==> config.mk <==
export PLATFORM = sky130hd
export DESIGN_NAME = port_c_upper_pin_mux
export DESIGN_NICKNAME = d
export VERILOG_FILES = /design/src/core/port_c_pkg.sv /design/src/core/pin_cell.sv /design/src/core/port_c_upper_pin_mux.sv
export SDC_FILE = /design/constraint.sdc
export NUM_CORES = 1
export LEC_CHECK = 0
export BUFFER_PORTS_ARGS = -buffer_cell sky130_fd_sc_hd__buf_2
export CORE_MARGIN = 4
export CORE_UTILIZATION = 40
export CTS_BUF_LIST = sky130_fd_sc_hd__clkbuf_4 sky130_fd_sc_hd__clkbuf_8 sky130_fd_sc_hd__clkbuf_16
export CTS_CLUSTER_DIAMETER = 100
export DETAILED_ROUTE_END_ITERATION = 16
export PLACE_DENSITY = 0.69
export SETUP_SLACK_MARGIN = 0.15
export SYNTH_ARGS = -nofsm -noshare
export SYNTH_HDL_FRONTEND = slang
export SYNTH_SLANG_ARGS = --single-unit
==> constraint.sdc <==
create_clock -name mclk -period 0.9 [get_ports mclk]
set_input_delay 0.135 -clock mclk [delete_from_list [all_inputs] [get_ports mclk]]
set_output_delay 0.135 -clock mclk [all_outputs]
set_load 0.05 [all_outputs]
==> src/core/port_c_pkg.sv <==
// package with register map, reset values and carrier types for the upper port pin mux
package port_c_pkg;

    // ----------------------------------------
    // register offsets and reset values
    // ----------------------------------------
    localparam logic [1:0] off_pin_value = 2'h0;
    localparam logic [1:0] off_output_latch = 2'h1;
    localparam logic [1:0] off_direction = 2'h2;
    localparam logic [7:0] direction_reset = 8'hff;
    localparam logic [7:0] latch_reset = 8'h00;
    localparam logic [7:0] unmapped_read = 8'h00;

    // ----------------------------------------
    // pin positions
    // ----------------------------------------
    localparam int pin_3 = 3;
    localparam int pin_4 = 4;
    localparam int pin_5 = 5;
    localparam int pin_6 = 6;
    localparam int pin_7 = 7;
    localparam int pin_1 = 1;

    // register bus request
    typedef struct packed {
        logic [1:0] addr;
        logic [7:0] wdata;
        logic wr;
        logic rd;
    } reg_req_t;

    // peripheral requests toward the pins
    typedef struct packed {
        logic i2c_en;
        logic i2c_smbus_levels;
        logic i2c_clock_drive;
        logic i2c_clock_out;
        logic i2c_data_drive;
        logic i2c_data_out;
        logic spi_en;
        logic spi_clock_master;
        logic spi_clock_out;
        logic spi_data_out;
        logic usart_en;
        logic usart_sync;
        logic usart_master;
        logic usart_sync_tx;
        logic usart_tx_out;
        logic usart_sync_clock_out;
        logic usart_sync_data_out;
    } periph_req_t;

    // pin outputs bundle
    typedef struct packed {
        logic [7:0] out;
        logic [7:0] oe;
        logic [7:0] smbus_sel;
    } pin_drive_t;

endpackage

==> src/core/pin_cell.sv <==
// one pin cell: direction, override mux and input sampling
module pin_cell (
    input wire logic mclk,
    input wire logic rst_b,
    input wire logic latch_bit,
    input wire logic dir_bit,
    input wire logic ovr_en,
    input wire logic ovr_val,
    input wire logic pad_in,
    output logic pad_out,
    output logic pad_oe,
    output logic sampled
);

    logic out_next;
    logic oe_next;
    logic samp_next;

    // peripheral owns the pin when asked; otherwise direction picks latch or input
    always_comb begin
        out_next = ovr_en ? ovr_val : latch_bit;
        oe_next = ovr_en | ~dir_bit;
        samp_next = pad_in; // schmitt path modelled as plain sample
    end

    // registered so pin outputs come from flops
    always_ff @(posedge mclk or negedge rst_b) begin
        if (!rst_b) begin
            pad_out <= 1'b0;
            pad_oe <= 1'b0;
            sampled <= 1'b0;
        end else begin
            pad_out <= out_next;
            pad_oe <= oe_next;
            sampled <= samp_next;
        end
    end

endmodule

==> src/core/port_c_upper_pin_mux.sv <==
// upper port pin mux with pin value, output latch and direction registers
// Function
// - pin value reads eight sampled pin levels
// - output latch reads back latched value
// - i2c clock output overrides latch on pin 3
// - i2c or smbus input levels by serial config
// - i2c data output overrides pin 4 while data drive is set
// - spi mode: pin 4 is serial data input
// - spi mode: pin 5 carries serial data output
// - pin 6 carries usart asynchronous transmit output
// - sync master: pin 6 carries clock output
// - sync slave: pin 6 feeds clock input
// - async: pin 7 feeds receive data input
// - sync transmit: pin 7 carries data output
// - direction ignored where peripheral owns pin
// - capture pin on pin 1 when map set
// - direction read returns stored contents always
// - reset makes every pin an input
module port_c_upper_pin_mux (
    input wire logic mclk,
    input wire logic rst_b,
    input wire logic [1:0] reg_addr,
    input wire logic [7:0] reg_wdata,
    input wire logic reg_wr,
    input wire logic reg_rd,
    output logic [7:0] reg_rdata,
    input wire logic [7:0] pad_in,
    output logic [7:0] pad_out,
    output logic [7:0] pad_oe,
    output logic i2c_smbus_sel,
    input wire port_c_pkg::periph_req_t periph,
    input wire logic [2:0] low_pin_ovr_en,
    input wire logic [2:0] low_pin_ovr_val,
    input wire logic capture_pin_map_select,
    input wire logic second_capture_compare_out,
    input wire logic second_capture_compare_drive,
    output logic second_capture_compare_in,
    output logic port_b_pin_3_ovr_en,
    output logic port_b_pin_3_ovr_val,
    output logic sync_serial_clock_in,
    output logic sync_serial_data_in,
    output logic usart_rx_in,
    output logic usart_sync_clock,
    output logic usart_sync_data
);

    // ----------------------------------------
    // register file
    // ----------------------------------------
    port_c_pkg::reg_req_t req;
    logic [7:0] latch_reg;
    logic [7:0] latch_next;
    logic [7:0] dir_reg;
    logic [7:0] dir_next;
    logic [7:0] rdata_next;
    logic [7:0] sampled;

    assign req = '{addr: reg_addr, wdata: reg_wdata, wr: reg_wr, rd: reg_rd};

    // writes to pin value or latch both land in the latch
    always_comb begin
        latch_next = latch_reg;
        dir_next = dir_reg;
        if (req.wr) begin
            if (req.addr == port_c_pkg::off_pin_value || req.addr == port_c_pkg::off_output_latch) begin
                latch_next = req.wdata;
            end
            if (req.addr == port_c_pkg::off_direction) begin
                dir_next = req.wdata;
            end
        end
    end

    // read data valid only the cycle after the strobe
    always_comb begin
        rdata_next = 8'h00;
        if (req.rd) begin
            unique case (req.addr)
                port_c_pkg::off_pin_value: rdata_next = sampled;
                port_c_pkg::off_output_latch: rdata_next = latch_reg;
                port_c_pkg::off_direction: rdata_next = dir_reg; // stored value, not overridden
                default: rdata_next = port_c_pkg::unmapped_read;
            endcase
        end
    end

    always_ff @(posedge mclk or negedge rst_b) begin
        if (!rst_b) begin
            latch_reg <= port_c_pkg::latch_reset;
            dir_reg <= port_c_pkg::direction_reset;
            reg_rdata <= 8'h00;
        end else begin
            latch_reg <= latch_next;
            dir_reg <= dir_next;
            reg_rdata <= rdata_next;
        end
    end

    // ----------------------------------------
    // override selection
    // ----------------------------------------
    logic [7:0] ovr_en;
    logic [7:0] ovr_val;
    logic ccp_here;

    // priority per pin: i2c over spi, usart modes are exclusive by construction
    always_comb begin
        ovr_en = 8'h00;
        ovr_val = 8'h00;
        ccp_here = capture_pin_map_select & second_capture_compare_drive;
        ovr_en[2:0] = low_pin_ovr_en;
        ovr_val[2:0] = low_pin_ovr_val;
        if (ccp_here) begin
            ovr_en[port_c_pkg::pin_1] = 1'b1;
            ovr_val[port_c_pkg::pin_1] = second_capture_compare_out;
        end
        // pin 3: i2c clock first, then spi master clock
        if (periph.i2c_en && periph.i2c_clock_drive) begin
            ovr_en[port_c_pkg::pin_3] = 1'b1;
            ovr_val[port_c_pkg::pin_3] = periph.i2c_clock_out;
        end else if (periph.spi_en && periph.spi_clock_master) begin
            ovr_en[port_c_pkg::pin_3] = 1'b1;
            ovr_val[port_c_pkg::pin_3] = periph.spi_clock_out;
        end
        // pin 4: i2c data drives regardless of direction
        if (periph.i2c_en && periph.i2c_data_drive) begin
            ovr_en[port_c_pkg::pin_4] = 1'b1;
            ovr_val[port_c_pkg::pin_4] = periph.i2c_data_out;
        end
        // pin 5: spi data out
        if (periph.spi_en) begin
            ovr_en[port_c_pkg::pin_5] = 1'b1;
            ovr_val[port_c_pkg::pin_5] = periph.spi_data_out;
        end
        // pin 6: async tx or sync master clock
        if (periph.usart_en && !periph.usart_sync) begin
            ovr_en[port_c_pkg::pin_6] = 1'b1;
            ovr_val[port_c_pkg::pin_6] = periph.usart_tx_out;
        end else if (periph.usart_en && periph.usart_master) begin
            ovr_en[port_c_pkg::pin_6] = 1'b1;
            ovr_val[port_c_pkg::pin_6] = periph.usart_sync_clock_out;
        end
        // pin 7: sync transmit data only; receive leaves direction to software
        if (periph.usart_en && periph.usart_sync && periph.usart_sync_tx) begin
            ovr_en[port_c_pkg::pin_7] = 1'b1;
            ovr_val[port_c_pkg::pin_7] = periph.usart_sync_data_out;
        end
    end

    // ----------------------------------------
    // pin cells
    // ----------------------------------------
    for (genvar i = 0; i < 8; i++) begin : g_pin
        pin_cell u_cell (
            .mclk(mclk),
            .rst_b(rst_b),
            .latch_bit(latch_reg[i]),
            .dir_bit(dir_reg[i]),
            .ovr_en(ovr_en[i]),
            .ovr_val(ovr_val[i]),
            .pad_in(pad_in[i]),
            .pad_out(pad_out[i]),
            .pad_oe(pad_oe[i]),
            .sampled(sampled[i])
        );
    end

    // ----------------------------------------
    // peripheral input routing
    // ----------------------------------------
    logic smbus_next;
    logic ccp_in_next;
    logic pb3_en_next;
    logic pb3_val_next;
    logic [4:0] periph_in_next;

    // inputs taken from sampled pins; slight lag traded for flop outputs
    always_comb begin
        smbus_next = periph.i2c_en & periph.i2c_smbus_levels;
        ccp_in_next = capture_pin_map_select ? sampled[port_c_pkg::pin_1] : 1'b0;
        pb3_en_next = ~capture_pin_map_select & second_capture_compare_drive;
        pb3_val_next = second_capture_compare_out;
        periph_in_next[0] = sampled[port_c_pkg::pin_3];
        periph_in_next[1] = periph.spi_en ? sampled[port_c_pkg::pin_4] : 1'b0;
        periph_in_next[2] = (periph.usart_en && !periph.usart_sync) ? sampled[port_c_pkg::pin_7] : 1'b1;
        periph_in_next[3] = (periph.usart_sync && !periph.usart_master) ? sampled[port_c_pkg::pin_6] : 1'b0;
        // software keeps pin 7 input while receiving
        periph_in_next[4] = periph.usart_sync ? sampled[port_c_pkg::pin_7] : 1'b0;
    end

    always_ff @(posedge mclk or negedge rst_b) begin
        if (!rst_b) begin
            i2c_smbus_sel <= 1'b0;
            second_capture_compare_in <= 1'b0;
            port_b_pin_3_ovr_en <= 1'b0;
            port_b_pin_3_ovr_val <= 1'b0;
            sync_serial_clock_in <= 1'b0;
            sync_serial_data_in <= 1'b0;
            usart_rx_in <= 1'b1;
            usart_sync_clock <= 1'b0;
            usart_sync_data <= 1'b0;
        end else begin
            i2c_smbus_sel <= smbus_next;
            second_capture_compare_in <= ccp_in_next;
            port_b_pin_3_ovr_en <= pb3_en_next;
            port_b_pin_3_ovr_val <= pb3_val_next;
            sync_serial_clock_in <= periph_in_next[0];
            sync_serial_data_in <= periph_in_next[1];
            usart_rx_in <= periph_in_next[2];
            usart_sync_clock <= periph_in_next[3];
            usart_sync_data <= periph_in_next[4];
        end
    end

endmodule

Word level (Yosys, flattened, before mapping)
Index checks and enable logic that the tools add are counted.
- flip-flop bits (word level): 57
- input bits: 48
- output and inout port bits: 33
- word-level logic and storage cells: 103
- eq/ne operators: 2
- multiplexer cells: 31
- bitwise logic cells: 20
- reduce and logical (&&, ||, !) cells: 14
- operators by type and width (kind ; number):
    1-bit 2-to-1 mux ; 29
    8-bit one-hot mux with 3 select lines ; 1
    1-bit NOT ; 9
    1-bit logical AND ; 8
    8-bit 2-to-1 mux ; 1
    1-bit OR ; 8
    2-bit AND reduction ; 2
    1-bit bitwise AND ; 3
    2-bit by 1-bit equality test with 1-bit output (second input constant) ; 1
    2-bit equality test (second input constant) ; 1
    1-bit logical NOT ; 2
    2-bit logical NOT ; 1
    1-bit logical OR ; 1

Logic depth before layout (Yosys ltp)
Gate-level depths: netlist of the first run.
- depth in word-level cells: 4
- mapped depth: 5

Hierarchy
From an unflattened synthesis of the first run, not the netlist that was laid out.
- cell total of the unflattened synthesis: 154
- area total of the unflattened synthesis: 2282.2 um^2
- by module, submodules not included (module ; instances ; cells an instance ; area an instance (um^2) ; sequential area each (um^2)):
    port_c_upper_pin_mux ; 1 ; 114 ; 1511.4 ; 837.1
    pin_cell ; 8 ; 5 ; 96.3 ; 75.1

Worst setup path after synthesis of the first run
No wires, ideal clock.
- path type: input to register
- from: input reg_addr[1]
- to: register latch_reg[0]
- library setup time: 0.125 ns
- arrival: 0.859 ns
- data required time: 0.775 ns
- setup slack: -0.083 ns
- stages on the path: 4
- buffers on the path: 2
- cells stage by stage: buf_6 > nor2b_1 > buf_2 > mux2_2
- longest elaborated chain between the ends: 3
- elaborated cells on any way between the ends: 4
- those cells by class: eq/ne: 1; reduce/logical: 3
- ends and longest elaborated chain (what ; RTL line ; source):
    start: declaration ; port_c_upper_pin_mux.sv:22 ; input wire logic [1:0] reg_addr,
    2-bit by 1-bit equality test with 1-bit output or 2-bit logical NOT (tied branches) ; port_c_upper_pin_mux.sv:65 ; if (req.addr == port_c_pkg::off_pin_value || req.addr == port_c_pkg::off_output_latch) begin
    1-bit logical OR * ; port_c_upper_pin_mux.sv:65 ;
    2-bit AND reduction (no source line) * ; n/a ;
    end signal: assignment ; port_c_upper_pin_mux.sv:89 ; latch_reg <= port_c_pkg::latch_reset;
    end signal: assignment ; port_c_upper_pin_mux.sv:93 ; latch_reg <= latch_next;
    end: declaration ; port_c_upper_pin_mux.sv:51 ; logic [7:0] latch_reg;
Every way passes the cells marked *; elsewhere a longest branch is shown, timed or not.
A chain may end at the register's enable or synchronous reset.

Worst setup path in the final report of the first run
- from: register usart_rx_in
- to: output usart_rx_in
- RTL lines (what ; RTL line ; source):
    start: declaration ; port_c_upper_pin_mux.sv:42 ; output logic usart_rx_in,
    start signal: assignment ; port_c_upper_pin_mux.sv:209 ; usart_rx_in <= periph_in_next[2];
No word-level cell between the ends.

==> results by group, run 1 <==
Timing
  – Final hold vios: 0
  – RSZ-0062 raised after global routing: yes
  – Final Cycle Share: 127.3%
  – Max Clock Skew: 0.009301 ns
  – Setup-failing EPs final: 36
  – FMAX: 0.8732 GHz
  – Worst Tran Pin Value: 0.2945 ns
  – Final Max Slew Viols: 0
  – Min Hold Slack: 0.02727 ns
  – Setup TNS: -2.958 ns
  – Final worst setup slack: -0.2453 ns
  – Slew HR: 80.36%
  – Final Critical Period: 1.145 ns

Synthesis
  – Synthesized area: 2293 um2
  – Syn Area/Cell: 13.82 um2
  – Mux contribution to synthesized area: 15.98%
  – Synthesis-stage register bit count: 57
  – Post-synthesis net count: 214
  – Compound-Gate Fraction of Synth Area: 3.164%
  – Area leader, netlist: dfrtp_1
  – Synth Area in XOR/XNOR: 0%
  – Register area share after synthesis: 62.68%
  – Top area cells in the synthesized netlist: dfrtp_1, dfstp_2, mux2_2, buf_4, mux2_4
  – Main combinational cell family by area after synthesis: multiplexers
  – Adder-Cell Fraction of Synth Area: 0%
  – Yosys warns: 0
  – Mapped Cells: 166
  – Netlist cell types: 24
  – Share of the synthesized area in the top cell type: 52.37%
  – Simple-gate share of the synthesized area: 11.13%

Routing
  – Drt wl/cell: 14.26 um
  – Via count: 1555
  – Vias per cell: 4.507
  – 1st-iter DRT viols: 66
  – DRC viols: 0
  – DR pass1 iterations: 4
  – Routed Antenna Nets: 0
  – Post-Route WL: 4.920 mm

Final layout
  – Fillers: 461
  – Layout area overhead: 50.19%
  – Final Instance Area: 3445 um2
  – Ant diodes: 0
  – Nets: 316
  – Share of layout cells above drive strength 1: 55.31%

Power
  – PD cells: 2151 nW/um2
  – Tot Pwr: 0.007408 W
  – Peak supply drop: 1.036 mV
  – Leakage: 1.710 nW

Worst hold path
  – Min-Delay Path Depth: 2
  – Tightest Hold Check Type: in2reg
  – HP Start: low_pin_ovr_en[2]
  – Worst Hold Endpoint: g_pin[2].u_cell.pad_oe

Setup path
  – Top delay family on crit path: flip-flops
  – Crit path kind: reg2out
  – Slowest cell delay on critical path: 0.54 ns
  – R2R Path Start: dir_reg[0]
  – Bufs and invs on worst path: 1
  – CP arrival: 1.01 ns
  – Crit path cell chain: buf_8
  – Crit path max fanout: 1
  – Crit path capture type: primary output
  – Crit path from: usart_rx_in
  – Internal reg-to-reg setup slack: -0.05 ns
  – Crit start category: flop
  – Slowest stage cell on the critical path: dfstp_2
  – Required @ worst endpoint: 0.76 ns
  – Worst-case reg-to-reg path depth: 3
  – Reg2Reg Capture Point: reg_rdata[0]

Clocking
  – Clk slew on worst S/H paths: 0.06 ns
  – Root Buffer: clkbuf_8
  – Clk buf depth: 2
  – Clk Latency, worst-skew pair: 0.33 ns
  – Cts bufs inserted: 9
  – Clock sink count: 57
  – H-tree depth: 3
  – CTS tree: done

Global routing
  – Overflow after GRT: 0
  – Largest net degree at the start of global routing: 58
  – Overall global routing resource usage: 15.43%
  – Vias in the first global route: 1689
  – Antenna violations before repair: 0
  – First-pass GRT wire length: 8.307 mm

Placement
  – IO buf count: 80
  – GP Congestion: 0.6969
  – Post-detailed-placement half-perimeter wirelength: 3.316 mm
  – Total placed instance area: 2766 um2

Status
  – Violated checks: negative setup slack
  – Status: complete, but fails checks

Die
  – Initial Utilization: 41.40%
  – Die height: 83.72 um
  – Site Rows: 27
  – Die Width: 83.72 um
  – Core ar.: 5540 um2
  – # IOs: 81
  – Die footprint: 7009 um2

Flow run
  – Max-Cap Viols: 0
[layer usage]
| layer | GRT usage, % | wire (um) |
|---|---|---|
| met1 | 18.83 | 2066 |
| met2 | 24.51 | 2464 |
| met3 | 3.949 | 268 |
| met4 | 9.211 | 121 |
| met5 | 0 | 0 |
[kinds of logic after synthesis]
family,Yosys count
flip-flops,57
AND/OR/NAND/NOR,42
multiplexers,31
buffers and inverters,23
AO/OA/AOI/OAI,13
[synth_stat cells]
cell	count
nand2_1	8
nand3b_1	8
nand2_4	1
buf_6	1
mux2_4	8
o2bb2ai_1	1
mux2_2	13
inv_1	2
nor3b_1	1
nand3_1	3
buf_4	17
a21oi_1	2
nor2b_4	1
nand2b_1	3
buf_2	2
mux2i_1	10
and2_1	12
nor2_1	3
dfstp_2	9
nor2b_1	2
o21ai_0	9
dfrtp_1	48
clkbuf_2	1
a22o_1	1
[layout by cell type, fill, tap and decap left out, drive strengths merged, types with 8 or more instances in the layout]
cell type,netlist,routed
and2,12,12
nand2,9,9
nand3b,8,8
dfrtp,48,48
o21ai,9,9
dlygate4sd3,0,13
clkbuf,1,14
buf,20,99
mux2i,10,10
dfstp,9,9
mux2,21,21
[where the power goes]
part / internal (W) / switching [W] / leakage [nW] / total, W
clock: 0.00156 / 0.000954 / 0.114 / 0.00252
sequential: 0.00290 / 0.000178 / 0.666 / 0.00308
combinational: 0.000896 / 0.000913 / 0.930 / 0.00181
[worst max-delay path by stage]
stage,slack [ns],end,cells past startpoint
final,-0.25,usart_rx_in,1
after CTS,-0.25,usart_rx_in,1
after global placement,-0.15,latch_reg[5],4
after global routing,-0.27,usart_rx_in,1
after floorplan,-0.05,latch_reg[0],4
after detailed placement,-0.16,latch_reg[3],4
[per-stage QoR]
step,util [%],instances,worst slack [ns]
detailed placement,49.93,313,-0.1642
global route,62.17,345,-0.2739
CTS,61.68,343,-0.2524
global placement,49.93,313,-0.1537
finish,62.17,345,-0.2453
floorplan,-,166,-0.05194
[cell type report]
cell class / count / area, um2 / share of cell area (%)
tap: 72 / 90.09 / 2.615
timing repair buffer: 112 / 933.4 / 27.10
inverter: 2 / 7.507 / 0.2179
clock buffer: 14 / 180.2 / 5.231
multi-input combinational: 86 / 760.7 / 22.09
sequential: 57 / 1438 / 41.74
clock inverter: 2 / 35.03 / 1.017
[timing repair]
item | 4_1_cts | 5_1_grt
hold buffers | 13 | 0
endpoints found under the setup margin | 68 | 72
setup buffers | 1 | 2
pin swaps | 2 | 6
gates resized for setup | 89 | 4
endpoints found under the hold margin | 60 | 0
No activity file was read; power rests on OpenSTA's default activity.
==> run 2: changes to the inputs <==
--- a/config.mk
+++ b/config.mk
@@ -12,6 +12,7 @@
 export CTS_CLUSTER_DIAMETER = 100
 export DETAILED_ROUTE_END_ITERATION = 16
 export PLACE_DENSITY = 0.69
+export RECOVER_POWER = 100
 export SETUP_SLACK_MARGIN = 0.15
 export SYNTH_ARGS = -nofsm -noshare
 export SYNTH_HDL_FRONTEND = slang
==> run 2 against run 1 <==
Against the previous run:
- the flow still finishes with violations (negative setup slack)
- power down 2.6%
- clock skew decreased by 0.0018 ns
- critical path depth is the same
==> results by group, run 2 (synthesized netlist as in run 1, its figures left out) <==
Timing
  – RSZ-0062 raised after global routing: yes
  – FMAX: 0.8746 GHz
  – Final hold vios: 0
  – Worst Tran Pin Value: 0.5029 ns
  – Setup-failing EPs final: 35
  – Final worst setup slack: -0.2434 ns
  – Final Cycle Share: 127.0%
  – Setup TNS: -3.001 ns
  – Final Max Slew Viols: 0
  – Max Clock Skew: 0.007493 ns
  – Final Critical Period: 1.143 ns
  – Slew HR: 66.48%

Die
  – Core ar.: 5540 um2
  – Die Width: 83.72 um
  – # IOs: 81
  – Die footprint: 7009 um2
  – Site Rows: 27
  – Die height: 83.72 um
  – Initial Utilization: 41.40%

Final layout
  – Layout area overhead: 45.44%
  – Share of layout cells above drive strength 1: 45.42%
  – Nets: 316
  – Non-filler cells, final: 345
  – Highest-count cells in the layout ignoring fill and taps: dfrtp_1, buf_2, buf_6
  – Most common cell after layout, fill and taps aside: dfrtp_1
  – Final Instance Area: 3336 um2
  – Ant diodes: 0

Clocking
  – Clk buf depth: 2
  – Clk slew on worst S/H paths: 0.06 ns
  – Root Buffer: clkbuf_8
  – Cts bufs inserted: 9
  – H-tree depth: 3
  – Clock sink count: 57
  – Clk Latency, worst-skew pair: 0.33 ns
  – CTS tree: done

Placement
  – IO buf count: 80
  – Total placed instance area: 2766 um2
  – Inst Count DP: 313
  – GP Congestion: 0.6969
  – Dpl ws: -0.1642 ns
  – Post-detailed-placement half-perimeter wirelength: 3.316 mm

Power
  – Leakage: 1.615 nW
  – Tot Pwr: 0.007212 W
  – PD cells: 2162 nW/um2
  – Peak supply drop: 1.022 mV

Setup path
  – Crit path capture type: primary output
  – Crit start category: flop
  – Top delay family on crit path: flip-flops
  – Crit path max fanout: 1
  – Bufs and invs on worst path: 1
  – Crit path kind: reg2out
  – CP arrival: 1.01 ns
  – Required @ worst endpoint: 0.76 ns
  – Slowest stage cell on the critical path: dfstp_2
  – Crit path cell chain: buf_8
  – Slowest cell delay on critical path: 0.54 ns

Routing
  – Via count: 1567
  – DRC viols: 0
  – Vias per cell: 4.542
  – Drt wl/cell: 14.21 um
  – Post-Route WL: 4.902 mm
  – Routed Antenna Nets: 0
  – 1st-iter DRT viols: 48
  – DR pass1 iterations: 4

Status
  – Violated checks: negative setup slack
  – Status: complete, but fails checks

Flow run
  – Max-Cap Viols: 0

Global routing
  – Overall global routing resource usage: 15.43%
  – Antenna violations before repair: 0
  – First-pass GRT wire length: 8.307 mm
  – Largest net degree at the start of global routing: 58
  – Overflow after GRT: 0
  – Vias in the first global route: 1689

Worst hold path
  – Tightest Hold Check Type: in2reg
-- run 2: cell count changes in the layout (fill, tap and decap cells not counted), moves of 2 or more --
cell,before,now
mux2_1,0,14
mux2_4,21,7
clkbuf_1,0,7
buf_6,42,36
dfstp_1,0,6
dfstp_2,9,3
buf_2,47,44
and2_0,0,2
and2_1,12,10
clkbuf_4,2,4
-- run 2: power by group --
| part | total (W) | switching (W) | internal (W) |
|---|---|---|---|
| clock | 0.00252 | 0.000954 | 0.00156 |
| sequential | 0.00304 | 0.000160 | 0.00288 |
| combinational | 0.00165 | 0.000906 | 0.000744 |
| total | 0.00721 | 0.00202 | 0.00519 |
-- run 2: final timing paths --
kind                                      endpoint               startpoint  depth (start not counted)  slack [ns]
min                         g_pin[2].u_cell.pad_oe        low_pin_ovr_en[2]                          2        0.02
min in group asynchronous  g_pin[0].u_cell.sampled                    rst_b                          3        0.40
max reg2reg                           reg_rdata[0]               dir_reg[0]                          3       -0.06
max                                    usart_rx_in              usart_rx_in                          1       -0.24
max in group asynchronous               dir_reg[1]                    rst_b                          3        0.12
min reg2reg                   sync_serial_clock_in  g_pin[3].u_cell.sampled                          0        0.40
-- run 2: per-layer routing --
layer  global-route usage, %  vias to the layer above  part of all wire [%]
li1                        -                      747                     -
met1                   18.83                      758                    42
met2                   24.51                       52                    50
met3                   3.949                       10                   5.6
met4                   9.211                        0                   2.4
met5                       0                        -                     0
-- run 2: final cells by class --
| type | instances | area [um2] |
|---|---|---|
| clock buffers | 14 | 180.2 |
| clock inverters | 2 | 35.03 |
| multi-input cells | 86 | 708.2 |
| fillers | 489 | 2205 |
| inverters | 2 | 7.507 |
| flip-flops and latches | 57 | 1438 |
| repair buffers | 112 | 877.1 |
| well taps | 72 | 90.09 |
-- run 2: repair_timing --
action	4_1_cts	5_1_grt
hold buffers	13	0
gates cloned	0	0
endpoints found under the setup margin	68	72
endpoints found under the hold margin	60	0
pin swaps	2	6
gates resized for setup	89	4
buffers inserted	1	2
-- run 2: stage by stage --
| step | hold slack (ns) | utilization [%] |
|---|---|---|
| 6_report | 0.01646 | 60.21 |
| 3_3_place_gp | 0.1556 | 49.93 |
| 2_1_floorplan | -0.1606 | - |
| 5_1_grt | 0.007767 | 60.21 |
| 4_1_cts | 0.01662 | 61.68 |
| 3_5_place_dp | 0.1597 | 49.93 |
